===== src/include/wake_coe_pkg.sv =====
package wake_coe_pkg;

    // MAC register indexes
    localparam logic [7:0]  CSR_WAKE_IDX        = 8'h0c;
    localparam logic [7:0]  CSR_CHECKSUM_IDX    = 8'h0d;
    localparam logic [7:0]  CSR_PHY_ACCESS_IDX  = 8'h06;
    localparam logic [7:0]  CSR_PHY_DATA_IDX    = 8'h07;

    // wake_control_status fields
    localparam int          WAKE_GUE_BIT        = 9;
    localparam int          WAKE_WAKE_FRAME_RECEIVED_BIT       = 6;
    localparam int          WAKE_MPR_BIT        = 5;
    localparam int          WAKE_WAKE_FRAME_ENABLE_BIT       = 2;
    localparam int          WAKE_MAGIC_PACKET_WAKE_ENABLE_BIT       = 1;
    localparam logic [31:0] WAKE_RESET          = 32'h0000_0000;

    // checksum_engine_control fields
    localparam int          CSUM_TX_EN_BIT      = 16;
    localparam int          CSUM_RX_MODE_BIT    = 1;
    localparam int          CSUM_RX_EN_BIT      = 0;
    localparam logic [31:0] CSUM_RESET          = 32'h0000_0000;
    localparam logic [7:0]  RX_CSUM_FIXED_SKIP  = 8'h0e;

    // phy_access_command fields
    localparam int          PHY_ACC_BUSY_BIT    = 0;
    localparam int          PHY_ACC_WRITE_BIT   = 1;
    localparam int          PHY_ACC_INDEX_LSB   = 6;
    localparam int          PHY_INDEX_W         = 5;

    // PHY register indexes
    localparam logic [4:0]  PHY_IDX_BASIC_CTRL  = 5'h00;
    localparam logic [4:0]  PHY_IDX_BASIC_STAT  = 5'h01;
    localparam logic [4:0]  PHY_IDX_ID1         = 5'h02;
    localparam logic [4:0]  PHY_IDX_ID2         = 5'h03;
    localparam logic [4:0]  PHY_IDX_AN_ADV      = 5'h04;
    localparam logic [4:0]  PHY_IDX_AN_PARTNER  = 5'h05;
    localparam logic [4:0]  PHY_IDX_AN_EXP      = 5'h06;
    localparam logic [4:0]  PHY_IDX_MODE_CTRL   = 5'h11;
    localparam logic [4:0]  PHY_IDX_SPEC_MODES  = 5'h12;
    localparam logic [4:0]  PHY_IDX_SPEC_IND    = 5'h1b;
    localparam logic [4:0]  PHY_IDX_INT_SRC     = 5'h1d;
    localparam logic [4:0]  PHY_IDX_INT_MASK    = 5'h1e;
    localparam logic [4:0]  PHY_IDX_SPEC_CTRL   = 5'h1f;

    // basic control fields
    localparam int          BCR_RESET_BIT       = 15;
    localparam int          BCR_LOOPBACK_BIT    = 14;
    localparam int          BCR_SPEED_BIT       = 13;
    localparam int          BCR_AN_EN_BIT       = 12;
    localparam int          BCR_PDOWN_BIT       = 11;
    localparam int          BCR_AN_RESTART_BIT  = 9;
    localparam int          BCR_DUPLEX_BIT      = 8;
    localparam int          BCR_COL_TEST_BIT    = 7;
    localparam logic [15:0] BCR_STORE_MASK      = 16'h7980;
    localparam logic [15:0] BCR_RESET           = 16'h3100;
    localparam logic [15:0] KEPT_OVER_SOFT_RESET = 16'h0000;

    // basic status fields
    localparam int          BSR_AN_DONE_BIT     = 5;
    localparam int          BSR_LINK_BIT        = 2;
    localparam logic [15:0] BSR_FIXED           = 16'h7809;

    typedef struct packed {
        logic rx_frame_done;
        logic dest_addr_lsb;
        logic wake_frame_match;
        logic magic_packet_match;
    } rx_wake_event_s;

    typedef struct packed {
        logic tx_checksum_engine_enable;
        logic rx_checksum_engine_enable;
        logic rx_checksum_start_mode;
    } checksum_ctrl_s;

    typedef struct packed {
        logic soft_reset;
        logic loopback;
        logic speed_100;
        logic full_duplex;
        logic power_down;
        logic collision_test;
        logic an_restart;
        logic an_complete;
    } phy_mode_s;

    typedef enum logic [3:0] {
        AN_OFF  = 4'b0001,
        AN_RUN  = 4'b0010,
        AN_DONE = 4'b0100,
        AN_DOWN = 4'b1000
    } an_state_e;

endpackage


===== src/verilog/phy_basic_control.sv =====
`timescale 1ns/10ps
module phy_basic_control
    import wake_coe_pkg::*;
(
    // clock and reset
    input  wire logic        sys_clk_i,
    input  wire logic        rst_b_i,
    // indexed register port
    input  wire logic        reg_wr_i,
    input  wire logic [4:0]  reg_index_i,
    input  wire logic [15:0] reg_wdata_i,
    output logic      [15:0] reg_rdata_o,
    // line side pins
    input  wire logic        partner_ok_i,
    input  wire logic        partner_speed_100_i,
    input  wire logic        partner_full_duplex_i,
    // mode to the PHY
    output phy_mode_s        phy_mode_o
);

    typedef struct packed {
        logic [2:0]  sync1;
        logic [2:0]  sync2;
        logic [15:0] ctrl;
        logic        reset_pend;
        logic        restart_pend;
        logic        an_speed;
        logic        an_duplex;
        an_state_e   an;
        phy_mode_s   mode;
    } phy_state_s;

    phy_state_s st_ff;
    phy_state_s nxt_st;

    always_comb begin
        nxt_st       = st_ff;
        nxt_st.sync1 = {partner_ok_i, partner_speed_100_i, partner_full_duplex_i};
        nxt_st.sync2 = st_ff.sync1;
        if (st_ff.reset_pend) begin
            nxt_st.ctrl = (BCR_RESET & ~KEPT_OVER_SOFT_RESET)
                        | (st_ff.ctrl & KEPT_OVER_SOFT_RESET);
            nxt_st.reset_pend   = 1'b0;
            nxt_st.restart_pend = 1'b0;
            nxt_st.an           = AN_RUN;
        end else begin
            nxt_st.restart_pend = 1'b0;
            if (reg_wr_i && reg_index_i == PHY_IDX_BASIC_CTRL) begin
                nxt_st.ctrl         = reg_wdata_i & BCR_STORE_MASK;
                nxt_st.reset_pend   = reg_wdata_i[BCR_RESET_BIT];
                nxt_st.restart_pend = reg_wdata_i[BCR_AN_RESTART_BIT];
            end
            unique case (st_ff.an)
                AN_OFF: begin
                    if (st_ff.ctrl[BCR_AN_EN_BIT]) begin
                        nxt_st.an = AN_RUN;
                    end
                end
                AN_RUN: begin
                    if (st_ff.sync2[2]) begin
                        nxt_st.an        = AN_DONE;
                        nxt_st.an_speed  = st_ff.sync2[1];
                        nxt_st.an_duplex = st_ff.sync2[0];
                        nxt_st.ctrl[BCR_SPEED_BIT]  = st_ff.sync2[1];
                        nxt_st.ctrl[BCR_DUPLEX_BIT] = st_ff.sync2[0];
                    end
                end
                AN_DONE: begin
                    if (st_ff.restart_pend) begin
                        nxt_st.an = AN_RUN;
                    end
                end
                AN_DOWN: begin
                    if (!st_ff.ctrl[BCR_PDOWN_BIT]) begin
                        nxt_st.an = AN_RUN;
                    end
                end
            endcase
            // new value, so done never overlaps power-down
            // clearing enable stops negotiation
            if (!nxt_st.ctrl[BCR_AN_EN_BIT]) begin
                nxt_st.an = AN_OFF;
            end
            if (nxt_st.ctrl[BCR_PDOWN_BIT]) begin
                nxt_st.an = AN_DOWN;
            end
        end
        nxt_st.mode.soft_reset     = nxt_st.reset_pend;
        nxt_st.mode.loopback       = nxt_st.ctrl[BCR_LOOPBACK_BIT];
        nxt_st.mode.speed_100      = nxt_st.ctrl[BCR_AN_EN_BIT] ? nxt_st.an_speed
                                                                : nxt_st.ctrl[BCR_SPEED_BIT];
        nxt_st.mode.full_duplex    = nxt_st.ctrl[BCR_AN_EN_BIT] ? nxt_st.an_duplex
                                                                : nxt_st.ctrl[BCR_DUPLEX_BIT];
        nxt_st.mode.power_down     = nxt_st.ctrl[BCR_PDOWN_BIT];
        nxt_st.mode.collision_test = nxt_st.ctrl[BCR_COL_TEST_BIT];
        nxt_st.mode.an_restart     = nxt_st.restart_pend;
        nxt_st.mode.an_complete    = (nxt_st.an == AN_DONE);
    end

    always_ff @(posedge sys_clk_i or negedge rst_b_i) begin
        if (!rst_b_i) begin
            st_ff      <= '0;
            st_ff.ctrl <= BCR_RESET;
            st_ff.an   <= AN_RUN;
        end else begin
            st_ff <= nxt_st;
        end
    end

    always_comb begin
        reg_rdata_o = 16'h0000;
        unique case (reg_index_i)
            PHY_IDX_BASIC_CTRL: begin
                reg_rdata_o                     = st_ff.ctrl;
                reg_rdata_o[BCR_RESET_BIT]      = st_ff.reset_pend;
                reg_rdata_o[BCR_AN_RESTART_BIT] = st_ff.restart_pend;
            end
            PHY_IDX_BASIC_STAT: begin
                reg_rdata_o                  = BSR_FIXED;
                reg_rdata_o[BSR_AN_DONE_BIT] = (st_ff.an == AN_DONE);
                reg_rdata_o[BSR_LINK_BIT]    = st_ff.sync2[2];
            end
            PHY_IDX_ID1, PHY_IDX_ID2, PHY_IDX_AN_ADV, PHY_IDX_AN_PARTNER,
            PHY_IDX_AN_EXP, PHY_IDX_MODE_CTRL, PHY_IDX_SPEC_MODES,
            PHY_IDX_SPEC_IND, PHY_IDX_INT_SRC, PHY_IDX_INT_MASK,
            PHY_IDX_SPEC_CTRL: begin
                // held in the PHY proper, not in this bank
                reg_rdata_o = 16'h0000;
            end
            default: begin
                reg_rdata_o = 16'h0000;
            end
        endcase
    end

    assign phy_mode_o = st_ff.mode;

endmodule


===== src/verilog/wake_coe_phy_control_regs.sv =====
`timescale 1ns/10ps
// Operation
// - unicast frame wakes when global unicast enabled
// - valid wake frame sets wake-received flag
// - valid magic packet sets magic flag
// - wake-frame enable arms filter-based wake detection
// - magic enable arms magic packet wake
// - tx checksum engine bypassed or enabled
// - rx start: after 14 bytes or L3
// - rx checksum engine enable, rx-idle changes only; the enable here takes a write at any time
// - PHY registers reached indirectly by index
// - PHY index map 0-6,17,18,27,29-31
// - kept fields survive only PHY soft reset
// - bit 15 resets PHY, self-clears
// - bit 14 selects loopback, resets zero
// - bit 13 speed, ignored under negotiation
// - bit 12 enables negotiation, default one
// - bit 11 powers down; clears completion status
// - bit 9 restarts negotiation, self-clears
// - bit 8 duplex, ignored under negotiation
// - bit 7 enables collision test
// - status bit 5 shows negotiation complete
module wake_coe_phy_control_regs
    import wake_coe_pkg::*;
(
    // clock and reset
    input  wire logic           sys_clk_i,
    input  wire logic           rst_b_i,
    // indexed MAC register port
    input  wire logic           csr_wr_i,
    input  wire logic           csr_rd_i,
    input  wire logic [7:0]     csr_index_i,
    input  wire logic [31:0]    csr_wdata_i,
    output logic      [31:0]    csr_rdata_o,
    output logic                csr_rdata_valid_o,
    // receive path events and power state
    input  wire rx_wake_event_s rx_event_i,
    input  wire logic           power_save_i,
    output logic                wake_o,
    // checksum engines
    output checksum_ctrl_s      checksum_o,
    output logic      [7:0]     rx_checksum_skip_o,
    // PHY line pins
    input  wire logic           partner_ok_i,
    input  wire logic           partner_speed_100_i,
    input  wire logic           partner_full_duplex_i,
    output phy_mode_s           phy_mode_o
);

    typedef struct packed {
        logic           global_unicast_wake_enable;
        logic           wake_frame_received;
        logic           magic_packet_received;
        logic           wake_frame_enable;
        logic           magic_packet_wake_enable;
        checksum_ctrl_s csum;
        logic [7:0]     skip;
        logic           acc_busy;
        logic           acc_write;
        logic [4:0]     acc_index;
        logic [15:0]    phy_data;
        logic [31:0]    rdata;
        logic           rdata_valid;
        logic           wake;
    } mac_state_s;

    mac_state_s  st_ff;
    mac_state_s  nxt_st;

    logic        phy_wr;
    logic [15:0] phy_rdata;
    logic        hit_wake;
    logic        hit_csum;
    logic        hit_acc;
    logic        hit_data;
    logic        unicast_hit;
    logic        wake_frame_hit;
    logic        magic_hit;
    logic [31:0] wake_view;
    logic [31:0] csum_view;
    logic [31:0] acc_view;

    assign hit_wake = (csr_index_i == CSR_WAKE_IDX);
    assign hit_csum = (csr_index_i == CSR_CHECKSUM_IDX);
    assign hit_acc  = (csr_index_i == CSR_PHY_ACCESS_IDX);
    assign hit_data = (csr_index_i == CSR_PHY_DATA_IDX);

    // frame qualifiers
    always_comb begin
        unicast_hit    = rx_event_i.rx_frame_done && !rx_event_i.dest_addr_lsb
                       && st_ff.global_unicast_wake_enable;
        wake_frame_hit = rx_event_i.rx_frame_done && rx_event_i.wake_frame_match
                       && st_ff.wake_frame_enable;
        magic_hit      = rx_event_i.rx_frame_done && rx_event_i.magic_packet_match
                       && st_ff.magic_packet_wake_enable;
    end

    // register read views
    always_comb begin
        wake_view                 = WAKE_RESET;
        wake_view[WAKE_GUE_BIT]   = st_ff.global_unicast_wake_enable;
        wake_view[WAKE_WAKE_FRAME_RECEIVED_BIT]  = st_ff.wake_frame_received;
        wake_view[WAKE_MPR_BIT]   = st_ff.magic_packet_received;
        wake_view[WAKE_WAKE_FRAME_ENABLE_BIT]  = st_ff.wake_frame_enable;
        wake_view[WAKE_MAGIC_PACKET_WAKE_ENABLE_BIT]  = st_ff.magic_packet_wake_enable;
        csum_view                   = CSUM_RESET;
        csum_view[CSUM_TX_EN_BIT]   = st_ff.csum.tx_checksum_engine_enable;
        csum_view[CSUM_RX_MODE_BIT] = st_ff.csum.rx_checksum_start_mode;
        csum_view[CSUM_RX_EN_BIT]   = st_ff.csum.rx_checksum_engine_enable;
        acc_view                    = 32'h0000_0000;
        acc_view[PHY_ACC_INDEX_LSB +: PHY_INDEX_W] = st_ff.acc_index;
        acc_view[PHY_ACC_WRITE_BIT] = st_ff.acc_write;
        acc_view[PHY_ACC_BUSY_BIT]  = st_ff.acc_busy;
    end

    always_comb begin
        nxt_st             = st_ff;
        nxt_st.rdata_valid = 1'b0;
        nxt_st.wake        = 1'b0;
        phy_wr             = 1'b0;

        // wake enables and flag clearing by writing one
        if (csr_wr_i && hit_wake) begin
            nxt_st.global_unicast_wake_enable  = csr_wdata_i[WAKE_GUE_BIT];
            nxt_st.wake_frame_enable = csr_wdata_i[WAKE_WAKE_FRAME_ENABLE_BIT];
            nxt_st.magic_packet_wake_enable = csr_wdata_i[WAKE_MAGIC_PACKET_WAKE_ENABLE_BIT];
            if (csr_wdata_i[WAKE_WAKE_FRAME_RECEIVED_BIT]) begin
                nxt_st.wake_frame_received = 1'b0;
            end
            if (csr_wdata_i[WAKE_MPR_BIT]) begin
                nxt_st.magic_packet_received = 1'b0;
            end
        end
        // set after clear so a same-cycle event is kept
        // wake frame and magic flags, then the wake pulse
        if (wake_frame_hit) begin
            nxt_st.wake_frame_received = 1'b1;
        end
        if (magic_hit) begin
            nxt_st.magic_packet_received = 1'b1;
        end
        if (power_save_i && (unicast_hit || wake_frame_hit || magic_hit)) begin
            nxt_st.wake = 1'b1;
        end

        // engines are not interlocked with the data paths; software owns that
        if (csr_wr_i && hit_csum) begin
            nxt_st.csum.tx_checksum_engine_enable = csr_wdata_i[CSUM_TX_EN_BIT];
            nxt_st.csum.rx_checksum_start_mode    = csr_wdata_i[CSUM_RX_MODE_BIT];
            nxt_st.csum.rx_checksum_engine_enable = csr_wdata_i[CSUM_RX_EN_BIT];
        end
        // fixed skip or hunt for L3
        nxt_st.skip = nxt_st.csum.rx_checksum_start_mode ? 8'h00 : RX_CSUM_FIXED_SKIP;

        // indirect PHY access, one busy cycle
        if (st_ff.acc_busy) begin
            nxt_st.acc_busy = 1'b0;
            if (st_ff.acc_write) begin
                phy_wr = 1'b1;
            end else begin
                nxt_st.phy_data = phy_rdata;
            end
        end else if (csr_wr_i && hit_acc) begin
            nxt_st.acc_index = csr_wdata_i[PHY_ACC_INDEX_LSB +: PHY_INDEX_W];
            nxt_st.acc_write = csr_wdata_i[PHY_ACC_WRITE_BIT];
            nxt_st.acc_busy  = csr_wdata_i[PHY_ACC_BUSY_BIT];
        end else if (csr_wr_i && hit_data) begin
            nxt_st.phy_data = csr_wdata_i[15:0];
        end

        if (csr_rd_i) begin
            nxt_st.rdata_valid = 1'b1;
            if (hit_wake) begin
                nxt_st.rdata = wake_view;
            end else if (hit_csum) begin
                nxt_st.rdata = csum_view;
            end else if (hit_acc) begin
                nxt_st.rdata = acc_view;
            end else if (hit_data) begin
                nxt_st.rdata = {16'h0000, st_ff.phy_data};
            end else begin
                nxt_st.rdata = 32'h0000_0000;
            end
        end
    end

    always_ff @(posedge sys_clk_i or negedge rst_b_i) begin
        if (!rst_b_i) begin
            st_ff      <= '0;
            st_ff.skip <= RX_CSUM_FIXED_SKIP;
        end else begin
            st_ff <= nxt_st;
        end
    end

    phy_basic_control u_phy_basic_control (
        .sys_clk_i             (sys_clk_i),
        .rst_b_i               (rst_b_i),
        .reg_wr_i              (phy_wr),
        .reg_index_i           (st_ff.acc_index),
        .reg_wdata_i           (st_ff.phy_data),
        .reg_rdata_o           (phy_rdata),
        .partner_ok_i          (partner_ok_i),
        .partner_speed_100_i   (partner_speed_100_i),
        .partner_full_duplex_i (partner_full_duplex_i),
        .phy_mode_o            (phy_mode_o)
    );

    assign csr_rdata_o        = st_ff.rdata;
    assign csr_rdata_valid_o  = st_ff.rdata_valid;
    assign wake_o             = st_ff.wake;
    assign checksum_o         = st_ff.csum;
    assign rx_checksum_skip_o = st_ff.skip;

endmodule


===== config.mk =====
export PLATFORM = sky130hd
export DESIGN_NAME = wake_coe_phy_control_regs
export DESIGN_NICKNAME = d
export VERILOG_FILES = /design/src/include/wake_coe_pkg.sv /design/src/verilog/phy_basic_control.sv /design/src/verilog/wake_coe_phy_control_regs.sv
export SDC_FILE = /design/constraint.sdc
export NUM_CORES = 1
export LEC_CHECK = 0
export ABC_AREA = 1
export BUFFER_PORTS_ARGS = -buffer_cell sky130_fd_sc_hd__buf_4
export CAP_MARGIN = 20
export CORE_MARGIN = 5
export CORE_UTILIZATION = 30
export CTS_CLUSTER_DIAMETER = 60
export DETAILED_ROUTE_END_ITERATION = 12
export PLACE_DENSITY_LB_ADDON = 0.15
export SETUP_SLACK_MARGIN = 0.15
export SLEW_MARGIN = 20
export SYNTH_ARGS = -nofsm -noshare
export SYNTH_HDL_FRONTEND = slang
export SYNTH_SLANG_ARGS = --single-unit

===== constraint.sdc =====
create_clock -name sys_clk_i -period 1.35 [get_ports sys_clk_i]
set_input_delay 0.0675 -clock sys_clk_i [delete_from_list [all_inputs] [get_ports sys_clk_i]]
set_output_delay 0.0675 -clock sys_clk_i [all_outputs]
set_load 0.01 [all_outputs]

# Yosys cells after proc, flatten, opt, wreduce, memory -nomap -nowiden
# Index checks and enable logic that the tools add are counted.
# classes
n_eq_ne,12
n_mux,41
n_bitwise,1
reduce_logical,26
# ops
op,n
$mux W16,6
$mux W17,5
$mux W4,8
$pmux W16 S2,1
$eq A8 B3 Y1 const B,2
$eq A8 B4 Y1 const B,2
$mux W1,16
$pmux W4 S4,1
$logic_and A1 B1 Y1,12
$reduce_bool A2 Y1,6
$eq A4 B3 Y1 const B,2
$mux W7,1
$mux W6,1
$reduce_and A2 Y1,3
$eq A5 B1 Y1 const B,1
$logic_not A5 Y1,1
$eq A4 B1 Y1 const B,1
$eq A4 B2 Y1 const B,1
$eq A4 B4 Y1 const B,1
$mux W2,2
$ne A2 B2 Y1 const B,2
$reduce_and A3 Y1,1
$logic_or A1 B1 Y1,2
$logic_not A1 Y1,1
$not A1 Y1,1
# totals
regBits,89
inputBits,52
out_inout_bits,53

# Logic depth before layout (Yosys ltp)
# depth
ltp_word,9
mapped_depth,11
mapped_depth_nobuf,11

# Modules after synthesis
# From an unflattened synthesis, not the netlist that was laid out.
# unflattened
cells_unflattened,503
hier_area_um2,4149.0
# by_module_without_submodules
module,instances,cells_per_inst,area_per_inst_um2,seq_area_each_um2
wake_coe_phy_control_regs,1,338,2860.2,1277.5
phy_basic_control,1,165,1288.7,580.6

# Worst setup path before layout
# No wires, ideal clock.
# synth_path
path_kind,reg-to-reg
start,register u_phy_basic_control.st_ff[8] (netlist name)
end,register u_phy_basic_control.st_ff (netlist bit u_phy_basic_control.phy_mode_o[4])
setup_ns,0.128
arrival_time_ns,1.191
t_required_ns,1.222
setup_slack_ns,0.031
stages_incl_launch_ff,9
path_buffers,0
period_less_slack_ns,1.319
path_cell_list,dfrtp_1 > nor2_1 > nand3_1 > inv_1 > nand3_1 > nor2_1 > inv_1 > nand2_1 > o21ai_0
# synth_rtl
item,line,source
start: declaration,phy_basic_control.sv:33,phy_state_s st_ff;
start signal: assignment,phy_basic_control.sv:106,st_ff <= nxt_st;

==> results.toml <==
[run_status]
status = "complete, but fails checks"
violations = "setup timing"

[worst_setup_path]
crit_end = "u_phy_basic_control.phy_mode_o[4]"
reg2reg_to = "u_phy_basic_control.phy_mode_o[4]"
path_cells = "nor2_2, nand2_1, inv_2, nand2_4, buf_4, nand2_2, nand3_2, nand2_2, o21ai_2"
cp_slowest_cell = "dfrtp_1"
crit_type = "reg2reg"
cp_slowest_stage_delay_ps = 400
crit_path_start_kind = "register"
worstPathMaxFanout = 7
setup.worst_path.start = "acc_view[8]"
r2r_slack_ps = -50
r2r-start = "acc_view[8]"
critPathCaptureType = "register"
critPathArrivalTime_ps = 1630
crit_top_cell = "nand2_2"
critical_path_required_ps = 1580
r2r_cells = 9

[cts]
cts_tree = "built"
clockRootBuffer = "clkbuf_16"
htree_levels = 3
cts_buffer_depth = 2
cts_inserted_buffers = 9
numClockSinks = 74
clock_latency_ps = 340
clkTransAtPathRegs_ps = 60

[detailed_routing]
dr_total_vias = 3155
drt_iter0_drc = 163
totalWireLength_um = 10200
drc = 0
post_drt_wl_per_cell_um = 14.0
vias_per_cell = 4.32
drtPass1Iterations = 4
antenna_left = 0

[sta]
rsz0062_at_grt = "true"
setup-tns-final_ps = -122
skew_ps = 7.57
setup_viol_count_final = 4
hold_viol_final = 0
setup_slack_ps = -50.5
whs_ps = 7.20
clock.fmax_ghz = 0.714
final.period_utilization = 1.04
period_minus_slack_ps = 1400
slew_viol_final = 0

[placement]
gp_congestion = 0.809
dpl.hpwl_um = 7210
io_buffers = 69

[power]
p_per_area_nw_per_um2 = 1030
ir_drop_uv = 497
leakagePower_nw = 2.72

[floorplanning]
core_area_um2 = 12100
die-area_um2 = 14600
die_x_um = 121
start_util = 0.306
num_rows = 40
io_pins = 105
die_h_um = 121

[finish]
final_cell_mix = "nand2_1, buf_4, dfrtp_1"
drive_above_1_share = 0.374
areaGrowthSynthToFinish_pct = 45.3
fillers = 1222
layout_commonest_cell = "nand2_1"
diodes = 0
fin_nets = 609

[global_routing]
grt-busiest-layer = "met2"
antenna_found_initial = 0
grt_util_met2 = 0.221
grt_usage = 0.136
grt_util_met3 = 0.0336
grt-ovfl-total = 0
first_global_vias = 3016
grt_max_degree = 30
grt_pass1_wl_um = 15500
use_met1 = 0.176

[yosys]
ys_types = 33
ys_seq_elements = 74
syn_area_per_cell_um2 = 8.26
synth_edf_count = 0
synth_top_cell_by_area = "dfrtp_1"
synthTopCellsByArea = "dfrtp_1, nand2_1, buf_4, inv_1, nand3_1"
synth_async_sr_flop_share = 1.00
yosysSeqAreaShare = 0.503
synth.top_cell.area_share = 0.467
syn-cell-area_um2 = 3690
syn_inst = 447
yosys_most_used_dff = "dfrtp_1"
yosysWarnings = 0

[min_path]
hold_path_class = "in2reg"

[run]
maxCapViolations = 0
==> power by group <==
group | internal [mW] | switching, mW | leakage, nW
sequential | 2.31 | 0.0599 | 0.943
clock | 1.77 | 0.924 | 0.165
combinational | 0.226 | 0.235 | 1.61
==> cell usage after synthesis, types with 2 or more instances <==
cell	n
a21oi_1	11
a22o_1	4
a22oi_1	4
a31oi_1	2
buf_2	5
buf_4	51
clkbuf_1	2
dfrtp_1	69
dfstp_2	5
inv_1	50
nand2_1	126
nand2_2	4
nand3_1	27
nand4_1	6
nor2_1	25
nor2_4	2
nor3_1	4
o211ai_1	2
o21ai_0	21
o21ai_1	14
==> routing by layer <==
layer  vias to the layer above  wire length (um)
li1                       1579                 -
met1                      1489              4540
met2                        74              5060
met3                        13               503
met4                         0               154
met5                         -                 0
==> through the flow <==
step	power (mW)	area [um2]	util	std cells	setup slack, ps
floorplan	2.60	3790	-	466	99.1
global placement	2.78	4390	0.364	680	-51.4
detailed placement	2.79	4390	0.364	680	-73.6
CTS	5.55	5010	0.415	717	-35.6
global route	5.74	5370	0.445	730	-157
finish	5.52	5370	0.445	730	-50.5
==> final cells by class <==
cell class	count	area [um2]	area share
multi-input cells	281	1510	0.282
flip-flops and latches	74	1860	0.346
repair buffers	139	1240	0.231
clock inverters	4	72.6	0.0135
inverters	52	203	0.0378
clock buffers	12	267	0.0497
well taps	168	210	0.0392
==> how the worst min path moves through the flow <==
stage / endpoint / depth (start not counted) / slack (ps) / start
after CTS: st_ff[71] / 3 / 3 / rx_event_i[1]
final: st_ff[71] / 3 / 7 / rx_event_i[1]
after floorplan: acc_view[0] / 0 / -230 / rst_b_i
after detailed placement: u_phy_basic_control.nxt_st[33] / 1 / 30 / rst_b_i
after global routing: st_ff[37] / 3 / 40 / csr_wdata_i[3]
after global placement: u_phy_basic_control.nxt_st[33] / 1 / 30 / rst_b_i
==> flip-flops by register name, summed over array words and instances (netlist names) <==
signal / cells
st_ff: 21
csr_rdata_o: 17
u_phy_basic_control.st_ff: 17
acc_view: 7
checksum_o: 3
u_phy_basic_control.nxt_st: 3
u_phy_basic_control.phy_mode_o: 3
csr_rdata_valid_o: 1
rx_checksum_skip_o: 1
wake_o: 1
==> worst max-delay path: cells and delay by family (launching register included) <==
family / cells / cell delay, ps
compound gates: 1 / 50
buf+inv: 2 / 270
flops: 1 / 400
simple gates: 6 / 570
==> kinds of logic after synthesis <==
kind of cell / Yosys count / share of synthesized area
and+or+nand+nor: 198 / 0.232
buffers and inverters: 111 / 0.167
DFF: 74 / 0.503
AOI/OAI and AO/OA: 63 / 0.0976
other: 1 / 0.00102
==> repair_timing <==
item                                    in CTS  in global routing
hold endpoints to repair                    43                  0
cloned                                       0                  4
pin swaps                                   11                 21
resized for setup                           25                 65
endpoints found under the setup margin      37                 39
hold buffers                                18                  0
setup buffers                                3                  9
No activity file was read; power rests on OpenSTA's default activity.
